<file path="config.mk">
export PLATFORM = sky130hd
export DESIGN_NAME = cbt_core
export DESIGN_NICKNAME = d
export VERILOG_FILES = /design/src/cbt_pkg.sv /design/src/cbt_core.sv
export SDC_FILE = /design/constraint.sdc
export NUM_CORES = 1
export LEC_CHECK = 0
export ABC_AREA = 1
export BUFFER_PORTS_ARGS = -buffer_cell sky130_fd_sc_hd__buf_2
export CORE_MARGIN = 2
export CORE_UTILIZATION = 55
export CTS_CLUSTER_DIAMETER = 150
export DETAILED_ROUTE_END_ITERATION = 8
export HOLD_SLACK_MARGIN = 0.02
export PLACE_DENSITY = 0.76
export SYNTH_ARGS = -nofsm -noshare
export SYNTH_HDL_FRONTEND = slang
export SYNTH_SLANG_ARGS = --single-unit
</file>
<file path="constraint.sdc">
create_clock -name clk -period 2.4 [get_ports clk]
set_input_delay 0.36 -clock clk [delete_from_list [all_inputs] [get_ports clk]]
set_output_delay 0.36 -clock clk [all_outputs]
set_load 0.005 [all_outputs]
</file>
<file path="src/cbt_pkg.sv">
package cbt_pkg;

	// ====================================================================
	// Register offsets
	localparam int          CBT_ADDR_W   = 6;
	localparam logic [5:0]  OFF_CTL0     = 6'h00;
	localparam logic [5:0]  OFF_CTL1     = 6'h01;
	localparam logic [5:0]  OFF_BTR0     = 6'h02;
	localparam logic [5:0]  OFF_BTR1     = 6'h03;
	localparam logic [5:0]  OFF_RFLG     = 6'h04;
	localparam logic [5:0]  OFF_RIER     = 6'h05;
	localparam logic [5:0]  OFF_IDAC     = 6'h06;
	localparam logic [5:0]  OFF_RXERR    = 6'h07;
	localparam logic [5:0]  OFF_TXERR    = 6'h08;
	localparam logic [5:0]  OFF_BITLEN   = 6'h09;
	localparam logic [5:0]  OFF_IDAR     = 6'h10;
	localparam logic [5:0]  OFF_IDMR     = 6'h18;
	localparam int          ACC_REGS     = 8;

	// ====================================================================
	// Field positions
	localparam int          CTL0_INIT_REQUEST  = 0;
	localparam int          CTL0_PDRQ    = 1;
	localparam int          CTL1_INIT_ACKNOWLEDGE  = 0;
	localparam int          CTL1_PDAK    = 1;
	localparam int          CTL1_CLOCK_SOURCE_SELECT  = 6;
	localparam int          CTL1_ENA     = 7;
	localparam int          RFLG_WUP     = 7;
	localparam int          RFLG_CSC     = 6;
	localparam int          RFLG_RST_LSB = 4;
	localparam int          RFLG_TST_LSB = 2;
	localparam int          RFLG_OVR     = 1;
	localparam int          RFLG_RXF     = 0;
	localparam int          BTR0_BRP_MSB = 5;
	localparam int          BTR1_TS2_LSB = 4;
	localparam int          BTR1_TS1_MSB = 3;
	localparam int          BITLEN_BAD   = 7;

	// ====================================================================
	// Reset values and limits
	localparam logic [7:0]  CTL0_RST     = 8'h01;
	localparam logic [7:0]  CTL1_RST     = 8'h00;
	localparam logic [7:0]  BTR_RST      = 8'h00;
	localparam logic [7:0]  RFLG_RST     = 8'h00;
	localparam logic [7:0]  RIER_RST     = 8'h00;
	localparam logic [7:0]  ACC_RST      = 8'h00;
	localparam logic [4:0]  TS1_MIN_TQ   = 5'h04;
	localparam logic [4:0]  TS2_MIN_TQ   = 5'h02;

	// ====================================================================
	// Types
	typedef enum logic [1:0] {CBT_ONLINE, CBT_INIT, CBT_PWRDN} cbt_mode_e;

	typedef struct packed {
		logic       wakeup;
		logic       overrun;
		logic       rx_full;
		logic [1:0] rx_state;
		logic [1:0] tx_state;
	} cbt_status_s;

endpackage

</file>
<file path="src/cbt_core.sv">
`timescale 1ns/1ps

// Operation
// - Phase two code n gives n+1 quanta
// - Phase one code n gives n+1 quanta
// - Bit time is prescaler times total quanta
// - Flags clear by write-one once condition gone
// - Interrupt requested when flag and enable set
// - Receive flag bits reset to zero; the status fields follow the engine
// - Error counters cannot be written by software
// - Configuration writes only while init acknowledged
// - Transmit pin recessive in power-down or init
// - Module enable accepts only first write outside special mode
// - Core clock from oscillator or bus clock
module cbt_core
	import cbt_pkg::*;
#(
	parameter int BRP_W = 6
) (
	// Clock and reset
	input  wire logic                      clk,
	input  wire logic                      srst,
	// Register port
	input  wire logic [cbt_pkg::CBT_ADDR_W-1:0] reg_addr,
	input  wire logic [7:0]                reg_wdata,
	input  wire logic                      reg_wr,
	input  wire logic                      reg_rd,
	output logic      [7:0]                reg_rdata,
	// System mode and clocks
	input  wire logic                      special_mode,
	input  wire logic                      osc_tick,
	// Protocol engine side
	input  wire cbt_pkg::cbt_status_s      engine_status,
	input  wire logic                      status_change_evt,
	input  wire logic [7:0]                rx_err_count,
	input  wire logic [7:0]                tx_err_count,
	input  wire logic                      engine_tx_bit,
	output logic                           quantum_tick,
	output logic                           sample_tick,
	output logic                           bit_tick,
	output logic                           engine_run,
	// Pins and request
	output logic                           transmit_pin,
	output logic                           irq_req
);

	import cbt_pkg::*;

	// ====================================================================
	// Decoding helpers
	function automatic logic [4:0] seg_quanta(input logic [3:0] code);
		seg_quanta = {1'b0, code} + 5'h01;
	endfunction

	function automatic logic wr_hit(input logic [CBT_ADDR_W-1:0] a,
	                                input logic [CBT_ADDR_W-1:0] off);
		wr_hit = (a == off);
	endfunction

	// ====================================================================
	// State
	cbt_mode_e        mode_r;
	cbt_mode_e        mode_nxt;
	logic [7:0]       ctl0_r;
	logic             enable_r;
	logic             enable_written_r;
	logic             clock_source_select_r;
	logic [5:0]       ctl1_misc_r;
	logic [7:0]       btr0_r;
	logic [7:0]       btr1_r;
	logic [7:0]       idac_r;
	logic [7:0]       acc_code_r [ACC_REGS];
	logic [7:0]       acc_mask_r [ACC_REGS];
	logic [3:0]       flags_r;
	logic [3:0]       flags_nxt;
	logic [7:0]       rier_r;
	logic [BRP_W-1:0] presc_cnt_r;
	logic [4:0]       tq_cnt_r;
	logic             quantum_tick_r;
	logic             sample_tick_r;
	logic             bit_tick_r;
	logic             transmit_pin_r;
	logic [7:0]       rdata_r;

	// ====================================================================
	// Mode control
	wire init_request = ctl0_r[CTL0_INIT_REQUEST];
	wire pdrq   = ctl0_r[CTL0_PDRQ];
	wire in_init = (mode_r == CBT_INIT);
	wire in_pwrdn = (mode_r == CBT_PWRDN);

	always_comb begin
		mode_nxt = mode_r;
		case (mode_r)
			CBT_ONLINE: begin
				if (pdrq)
					mode_nxt = CBT_PWRDN;
				else if (init_request)
					mode_nxt = CBT_INIT;
			end
			CBT_INIT: begin
				if (!init_request)
					mode_nxt = pdrq ? CBT_PWRDN : CBT_ONLINE;
			end
			CBT_PWRDN: begin
				if (!pdrq)
					mode_nxt = init_request ? CBT_INIT : CBT_ONLINE;
			end
			default: mode_nxt = CBT_INIT;
		endcase
	end

	always_ff @(posedge clk) begin
		if (srst)
			mode_r <= CBT_ONLINE;
		else
			mode_r <= mode_nxt;
	end

	// ====================================================================
	// Write decode
	wire cfg_open  = in_init;
	wire wr_ctl0   = reg_wr && wr_hit(reg_addr, OFF_CTL0);
	wire wr_ctl1   = reg_wr && wr_hit(reg_addr, OFF_CTL1) && cfg_open;
	wire wr_btr0   = reg_wr && wr_hit(reg_addr, OFF_BTR0) && cfg_open;
	wire wr_btr1   = reg_wr && wr_hit(reg_addr, OFF_BTR1) && cfg_open;
	wire wr_idac   = reg_wr && wr_hit(reg_addr, OFF_IDAC) && cfg_open;
	wire wr_rflg   = reg_wr && wr_hit(reg_addr, OFF_RFLG);
	wire wr_rier   = reg_wr && wr_hit(reg_addr, OFF_RIER);
	wire wr_idar   = reg_wr && (reg_addr[5:3] == OFF_IDAR[5:3]) && cfg_open;
	wire wr_idmr   = reg_wr && (reg_addr[5:3] == OFF_IDMR[5:3]) && cfg_open;
	wire ena_open  = special_mode || !enable_written_r;
	wire ena_wr    = reg_wr && wr_hit(reg_addr, OFF_CTL1) && ena_open;
	// Next enable, so the pin turns recessive on the edge that disables
	wire enable_nxt = ena_wr ? reg_wdata[CTL1_ENA] : enable_r;
	wire [2:0] acc_idx = reg_addr[2:0];

	// ====================================================================
	// Control and configuration registers
	always_ff @(posedge clk) begin
		if (srst) begin
			ctl0_r           <= CTL0_RST;
			enable_r         <= CTL1_RST[CTL1_ENA];
			enable_written_r <= 1'b0;
			clock_source_select_r         <= CTL1_RST[CTL1_CLOCK_SOURCE_SELECT];
			ctl1_misc_r      <= CTL1_RST[5:0];
			btr0_r           <= BTR_RST;
			btr1_r           <= BTR_RST;
			idac_r           <= ACC_RST;
			rier_r           <= RIER_RST;
		end else begin
			if (wr_ctl0)
				ctl0_r <= reg_wdata;
			if (wr_ctl1) begin
				clock_source_select_r    <= reg_wdata[CTL1_CLOCK_SOURCE_SELECT];
				ctl1_misc_r <= {reg_wdata[5:2], 2'b00};
			end
			if (ena_wr) begin
				enable_r         <= reg_wdata[CTL1_ENA];
				enable_written_r <= 1'b1;
			end
			if (wr_btr0)
				btr0_r <= reg_wdata;
			if (wr_btr1)
				btr1_r <= reg_wdata;
			if (wr_idac)
				idac_r <= reg_wdata;
			if (wr_rier)
				rier_r <= reg_wdata;
		end
	end

	always_ff @(posedge clk) begin
		if (srst) begin
			for (int i = 0; i < ACC_REGS; i++) begin
				acc_code_r[i] <= ACC_RST;
				acc_mask_r[i] <= ACC_RST;
			end
		end else begin
			if (wr_idar)
				acc_code_r[acc_idx] <= reg_wdata;
			if (wr_idmr)
				acc_mask_r[acc_idx] <= reg_wdata;
		end
	end

	// ====================================================================
	// Receive flags: wakeup, status change, overrun, receive full
	wire [3:0] flag_cond = {engine_status.wakeup, status_change_evt,
	                        engine_status.overrun, engine_status.rx_full};
	wire [3:0] flag_wr1  = wr_rflg ? {reg_wdata[RFLG_WUP], reg_wdata[RFLG_CSC],
	                                  reg_wdata[RFLG_OVR], reg_wdata[RFLG_RXF]}
	                               : 4'h0;
	// Set wins; clear only where the cause has gone
	assign flags_nxt = (flags_r & ~(flag_wr1 & ~flag_cond)) | flag_cond;

	always_ff @(posedge clk) begin
		if (srst)
			flags_r <= RFLG_RST[3:0];
		else
			flags_r <= flags_nxt;
	end

	wire [7:0] rflg_view;
	assign rflg_view[RFLG_WUP] = flags_r[3];
	assign rflg_view[RFLG_CSC] = flags_r[2];
	assign rflg_view[RFLG_RST_LSB+1:RFLG_RST_LSB] = engine_status.rx_state;
	assign rflg_view[RFLG_TST_LSB+1:RFLG_TST_LSB] = engine_status.tx_state;
	assign rflg_view[RFLG_OVR] = flags_r[1];
	assign rflg_view[RFLG_RXF] = flags_r[0];

	wire [7:0] rier_mask = {rier_r[RFLG_WUP], rier_r[RFLG_CSC], 4'h0,
	                        rier_r[RFLG_OVR], rier_r[RFLG_RXF]};
	assign irq_req = |(rflg_view & rier_mask);

	// ====================================================================
	// Bit timing
	wire [BRP_W-1:0] brp     = btr0_r[BRP_W-1:0];
	wire [4:0]       ts1_tq  = seg_quanta(btr1_r[BTR1_TS1_MSB:0]);
	wire [4:0]       ts2_tq  = seg_quanta({1'b0, btr1_r[BTR1_TS2_LSB+2:BTR1_TS2_LSB]});
	wire [4:0]       bit_len = 5'h01 + ts1_tq + ts2_tq;
	wire             timing_bad = (ts1_tq < TS1_MIN_TQ) || (ts2_tq < TS2_MIN_TQ);
	wire             can_tick = clock_source_select_r ? 1'b1 : osc_tick;
	wire             run      = enable_r && (mode_r == CBT_ONLINE);
	wire             tq_end   = run && can_tick && (presc_cnt_r == brp);
	wire             bit_end  = tq_end && (tq_cnt_r == bit_len - 5'h01);

	always_ff @(posedge clk) begin
		if (srst) begin
			presc_cnt_r    <= '0;
			tq_cnt_r       <= 5'h00;
			quantum_tick_r <= 1'b0;
			sample_tick_r  <= 1'b0;
			bit_tick_r     <= 1'b0;
		end else begin
			quantum_tick_r <= tq_end;
			sample_tick_r  <= tq_end && (tq_cnt_r == ts1_tq);
			bit_tick_r     <= bit_end;
			if (!run) begin
				presc_cnt_r <= '0;
				tq_cnt_r    <= 5'h00;
			end else begin
				if (can_tick)
					presc_cnt_r <= tq_end ? '0 : presc_cnt_r + 1'b1;
				if (tq_end)
					tq_cnt_r <= bit_end ? 5'h00 : tq_cnt_r + 5'h01;
			end
		end
	end

	assign quantum_tick = quantum_tick_r;
	assign sample_tick  = sample_tick_r;
	assign bit_tick     = bit_tick_r;
	assign engine_run   = run;

	// ====================================================================
	// Transmit pin
	wire force_recessive = (mode_nxt != CBT_ONLINE) || !enable_nxt;

	always_ff @(posedge clk) begin
		if (srst)
			transmit_pin_r <= 1'b1;
		else
			transmit_pin_r <= force_recessive ? 1'b1 : engine_tx_bit;
	end

	assign transmit_pin = transmit_pin_r;

	// ====================================================================
	// Read path
	wire [7:0] ctl1_view = {enable_r, clock_source_select_r, ctl1_misc_r[5:2], in_pwrdn, in_init};
	wire [7:0] bitlen_view = {timing_bad, 2'b00, bit_len};
	logic [7:0] rd_mux;

	always_comb begin
		rd_mux = 8'h00;
		if (reg_addr[5:3] == OFF_IDAR[5:3])
			rd_mux = acc_code_r[acc_idx];
		else if (reg_addr[5:3] == OFF_IDMR[5:3])
			rd_mux = acc_mask_r[acc_idx];
		else begin
			case (reg_addr)
				OFF_CTL0:   rd_mux = ctl0_r;
				OFF_CTL1:   rd_mux = ctl1_view;
				OFF_BTR0:   rd_mux = btr0_r;
				OFF_BTR1:   rd_mux = btr1_r;
				OFF_RFLG:   rd_mux = rflg_view;
				OFF_RIER:   rd_mux = rier_r;
				OFF_IDAC:   rd_mux = idac_r;
				OFF_RXERR:  rd_mux = rx_err_count;
				OFF_TXERR:  rd_mux = tx_err_count;
				OFF_BITLEN: rd_mux = bitlen_view;
				default:    rd_mux = 8'h00;
			endcase
		end
	end

	always_ff @(posedge clk) begin
		if (srst)
			rdata_r <= 8'h00;
		else
			rdata_r <= reg_rd ? rd_mux : 8'h00;
	end

	assign reg_rdata = rdata_r;

endmodule // cbt_core

</file>
# Word-level counts from Yosys, hierarchy flattened
# Memory sizes are Yosys's and may differ from the RTL's.
# Cells that the tools add are included.
[word_totals]
mem_count = 2
out_inout_bits = 14
mem_bits_rw = 128
reg_bits = 76
latch_bits = 0
mem_bits_ro = 0
[memory_table]
columns = ["memory", "words", "width", "read_ports", "rd_clocked_by_memory_dff", "write_ports", "line_no", "rtl"]
rows = [
  ["acc_code_r", 8, 8, 1, 0, 8, "cbt_core.sv:72", "logic [7:0] acc_code_r [ACC_REGS];"],
  ["acc_mask_r", 8, 8, 1, 0, 8, "cbt_core.sv:73", "logic [7:0] acc_mask_r [ACC_REGS];"],
]
[op_classes]
shifts = 0
n_reduce_logical = 35
div = 0
multipliers = 0
addsub = 7
order_cmp = 2
muxes = 29
bitwise_logic = 8
eq_ne = 16
[ops]
columns = ["cell", "n"]
rows = [
  ["$pmux 8 s10", 1],
  ["$mux 8", 4],
  ["$eq 6x3->1 const B", 4],
  ["$reduce_or 8->1", 3],
  ["$logic_and 1x1->1", 21],
  ["$mux 1", 13],
  ["$eq 6x2->1 const B", 2],
  ["$eq 6x4->1 const B", 2],
  ["$eq 5x5->1", 2],
  ["$mux 2", 5],
  ["$and 4x4->4", 2],
  ["$and 8x8->8", 1],
  ["$not 4->4", 2],
  ["$add 6x1->6 const B", 1],
  ["$eq 3x2->1 const B", 2],
  ["$eq 6x1->1 const B", 1],
  ["$eq 6x6->1", 1],
  ["$logic_not 6->1", 1],
  ["$mux 3", 2],
  ["$mux 6", 1],
  ["$pmux 2 s3", 1],
  ["$reduce_or 2->1", 3],
  ["$add 1x5->5 const A", 1],
  ["$add 4x1->5 const B", 1],
  ["other kinds (16)", 20],
]

# Logic depth before layout (Yosys ltp)
[logic_depth]
depth_word = 8
mapped_depth = 18
depth_no_buf = 18

# Worst setup path before layout
# Ideal clock, no wire load.
[synth_timing]
path_kind = "reg-to-reg"
startpoint = "register btr1_r[0]"
endpoint = "register tq_cnt_r[3]"
n_path_buf = 0
stages_incl_launch_ff = 14
arrival_ns = 2.318
setup_ns = 0.116
synth_period_minus_slack_ns = 2.434
setup_slack_ns = -0.034
cell_sequence = "dfxtp_1 > ha_1 > fa_1 > inv_1 > ha_1 > xnor2_1 > a21oi_1 > nand3_1 > nor2_1 > nand2_1 > nor2_1 > nand2_1 > nand2_1 > nor2_1"
[synth_between]
elab_chain_len = 7
[synth_lines]
columns = ["item", "line_no", "rtl"]
rows = [
  ["start, declared", "cbt_core.sv:70", "logic [7:0] btr1_r;"],
  ["start signal, assigned", "cbt_core.sv:165", "btr1_r <= reg_wdata;"],
  ["$add 4x1->5", "cbt_core.sv:52", "seg_quanta = {1'b0, code} + 5'h01;"],
  ["$add 1x5->5", "cbt_core.sv:221", "wire [4:0] bit_len = 5'h01 + ts1_tq + ts2_tq;"],
  ["$add 5x4->5", "cbt_core.sv:221", ""],
  ["$sub 5x1->5", "cbt_core.sv:226", "wire bit_end = tq_end && (tq_cnt_r == bit_len - 5'h01);"],
  ["$eq 5x5->1", "cbt_core.sv:226", ""],
  ["$logic_and 1x1->1", "cbt_core.sv:226", ""],
  ["$mux 5", "cbt_core.sv:246", "tq_cnt_r <= bit_end ? 5'h00 : tq_cnt_r + 5'h01;"],
  ["end signal, assigned", "cbt_core.sv:246", ""],
  ["end, declared", "cbt_core.sv:78", "logic [4:0] tq_cnt_r;"],
]
# No other way between the ends.
# A chain may end at the register's enable or synchronous reset.

# Final worst setup path
[layout_timing]
startpoint = "register btr1_r[4]"
endpoint = "register tq_cnt_r[1]"
[layout_between]
elab_chain_len = 6
[layout_lines]
columns = ["item", "line_no"]
rows = [
  ["$add 3x1->4", "cbt_core.sv:52"],
  ["$add 5x4->5", "cbt_core.sv:221"],
  ["$sub 5x1->5", "cbt_core.sv:226"],
  ["$eq 5x5->1", "cbt_core.sv:226"],
  ["$logic_and 1x1->1", "cbt_core.sv:226"],
  ["$mux 5", "cbt_core.sv:246"],
]
# No other way between the ends.

==> summary.md <==
| Metric | Value |
|---|---|
| Io pins | `between 50 and 60` |
| Clk_skew | `~13 ps` |
| Post-synthesis simple-gate area fraction | `25.6%` |
| DP Cell Count | `1372` |
| Share of the clock period used by the worst path | `98.4%` |
| CP Data Arrival Time | `about 2800 ps` |
| Post-Synth Adder-Cell Area | `1.39%` |
| Die area | `0.0185 mm2` |
| Die Y | `around 140 um` |
| Ys flop type | `edfxtp_1` |
| DRC | `0` |
| Clk root buf | `clkbuf_16` |
| Post-synthesis register bit count | `204` |
| Nature of the critical path endpoint | `flip-flop` |
| Net count after synthesis | `around 1100` |
| Max-slew violations | `0` |
| Worst R2R Path Depth | `13` |
| Seq/Total Area, Yosys | `between 50% and 60%` |
| Initial antenna violation count | `0` |
| Setup-failing EPs final | `0` |
| Largest net degree at the start of global routing | `63` |
| Ys async rst share | `0%` |
| Crit path kind | `flip-flop to flip-flop` |
| Multiplexer share of the synthesized area | `0%` |
| First-pass GRT wire length | `40300 um` |
| WHS | `48.2 ps` |
| Peak VDD IR | `0.575 mV` |
| Fmax | `423 MHz` |
| Yosys cell types | `43` |
| Worst reg2reg startpoint | `btr1_r[4]` |
| Cell Rows | `48` |
| Rel. slew slack | `58.0%` |
| Hpwl dp | `17400 um` |
| DIE WIDTH | `~140 um` |
| Drt wl/cell | `approximately 18 um` |
| Ant diodes | `0` |
| TritonCTS clock tree | `yes` |
| Status | `finished, final reports clean` |
| DR iter-0 viols | `936` |
| Final Hold Fails | `0` |
| First drt pass iteration count | `6` |
| Synth warn | `0` |
| RSZ-0062 raised after global routing | `true` |
| DR vias | `8123` |
| Max-cap viol count | `0` |
| CTS clock-pin slew for the worst setup and hold paths | `60 ps` |
| H-tree level count | `1` |
| Critical Path Fanout Max | `3` |
| Largest family of logic cells by synthesized area | `simple AND/OR/NAND/NOR gates` |
| ANT nets after route | `0` |
| Leakage | `4.61 nW` |
| Final Cell Area | `approximately 0.011 mm2` |
| Layout Cells excl Fill | `1416` |
| Layout area overhead | `17.0%` |
| Initial Utilization | `55.7%` |
| Cell Pwr Density | `slightly below 700 mW/mm2` |
| CP required | `2800 ps` |
| Crit path time final | `2360 ps` |
| Fraction of layout cells with a size suffix above 1 | `16.9%` |
| Least-Margin Pin Slew | `~630 ps` |
| Final #Nets | `1229` |
| WHS Path Cells | `3` |
| Post-synthesis compound-gate area fraction | `between 10 and 15%` |
| XOR/XNOR share of the synthesized area | `1.01%` |
| Syn_area_per_cell | `8.83 um2` |
| Startpoint types | `flip-flop` |
| GRT Util Overall | `~29%` |
| CTS Buffer Depth | `3` |
| Vias per cell | `5.74` |
| HP Class | `input port to flip-flop` |
| Routability cong. | `a little under 0.9` |
| Final WL | `26000 um` |
| IO buf count | `58` |
| Clock latency on the worst-skew pair | `520 ps` |
| Worst Setup SP | `btr1_r[4]` |
| TritonCTS Buffers | `23` |
| Mapped Cells | `approximately 1100` |
| Vias in the first global route | `roughly 7600` |
| Post-DP Area | `0.0104 mm2` |
| Grt ovf | `0` |
| Post-cts hold buffer count | `0` |
| Cell Area, Synth | `0.00957 mm2` |
| Post-synth EDFFs | `128` |
| CORE AREA | `about 0.017 mm2` |
| Total clock sinks | `204` |
| Hold Startpoint | `engine_tx_bit` |
==> metrics by stage <==
stage | power, mW | util, % | TNS (ps) | setup slack (ps)
floorplan | 4.17 | - | 0 | 6.61
global placement | 4.37 | 60.5 | -321 | -79.3
detailed placement | 4.38 | 60.5 | -599 | -137
CTS | 7.69 | 64.9 | 0 | 8.66
global route | 7.88 | 65.2 | -524 | -112
finish | 7.68 | 65.2 | 0 | 37.5
==> synth_stat cells (11+ instances only) <==
cell	number	area share (%)
o21ai_0	58	3.0
nand3_2	11	1.2
clkbuf_1	30	1.2
dfxtp_1	76	16
a22oi_1	20	1.6
nand2_1	248	9.7
nor2_1	177	6.9
edfxtp_1	128	40
nand4_1	29	1.9
a21oi_1	61	3.2
buf_2	12	0.63
nand3_1	51	2.7
inv_1	83	3.3
==> path summary, 6_finish.rpt <==
check / end / slack (ps)
worst min-delay path: transmit_pin / 50
worst min register to register: presc_cnt_r[5] / 500
worst max register to register: tq_cnt_r[1] / 40
worst max-delay path: tq_cnt_r[1] / 40
==> cell type report <==
cell class / instances / area, um2
fillers: 1418 / 5980
flip-flops and latches: 204 / 5380
multi-input cells: 743 / 3740
repair buffers: 113 / 741
clock buffers: 26 / 587
inverters: 89 / 334
well taps: 225 / 282
clock inverters: 16 / 130
==> report_power, final <==
group | switching [mW] | internal (mW)
registers | 0.0355 | 3.81
clock network | 1.40 | 1.97
logic | 0.342 | 0.130
total | 1.77 | 5.91
==> worst max-delay path: stages, from the launching register on <==
cell	delay (ps)
dfxtp_4	360
ha_4	220
fa_1	580
inv_2	60
ha_4	230
xnor2_4	130
a21oi_2	110
nand3_1	80
nor2_1	90
nand2_1	60
nor2_1	90
nand2_1	100
nand3_1	100
nand2_1	50
==> state kept, by name, indices dropped and copies added (netlist names) <==
signal,flops
mode_r,2
enable_r,1
presc_cnt_r,6
btr1_r,8
reg_rdata,8
ctl1_misc_r,4
ctl0_r,8
sample_tick,1
bit_tick,1
idac_r,8
btr0_r,8
flags_r,4
enable_written_r,1
acc_mask_r,64
rier_r,8
clock_source_select_r,1
transmit_pin,1
quantum_tick,1
tq_cnt_r,5
acc_code_r,64
==> layout by cell type (no fill, tap or decap), drive strengths merged, types with 20 or more instances in the layout <==
cell type  netlist  layout
nand2          254     254
nor2           190     190
edfxtp         128     128
buf             17     113
inv             88      89
dfxtp           76      76
nand3           62      62
a21oi           61      61
o21ai           58      58
nand4           29      29
clkbuf          30      26
a22oi           20      20
==> kinds of logic (layout without fill, tap and decap cells) <==
| group | after synthesis | in the layout |
|---|---|---|
| fa+ha+maj | 10 | 10 |
| compound gates | 169 | 169 |
| flops | 204 | 204 |
| xor+xnor | 11 | 11 |
| buf+inv | 136 | 244 |
| simple gates | 553 | 553 |
==> per-layer routing <==
metal | GRT usage (%) | wire, um | part of all wire [%] | vias up
met1 | 41.8 | 10800 | 42 | 3810
met4 | 10.2 | 838 | 3.2 | 0
met3 | 4.06 | 2520 | 9.7 | 60
met5 | 0 | 0 | 0 | -
li1 | - | - | - | 3847
met2 | 43.7 | 11800 | 45 | 406
==> what timing repair did <==
item / CTS / global route
buffers inserted: 1 / 1
pin swaps: 5 / 7
gates resized for setup: 8 / 7
endpoints found under the setup margin: 5 / 7
Power figures use the tool's default switching activity.
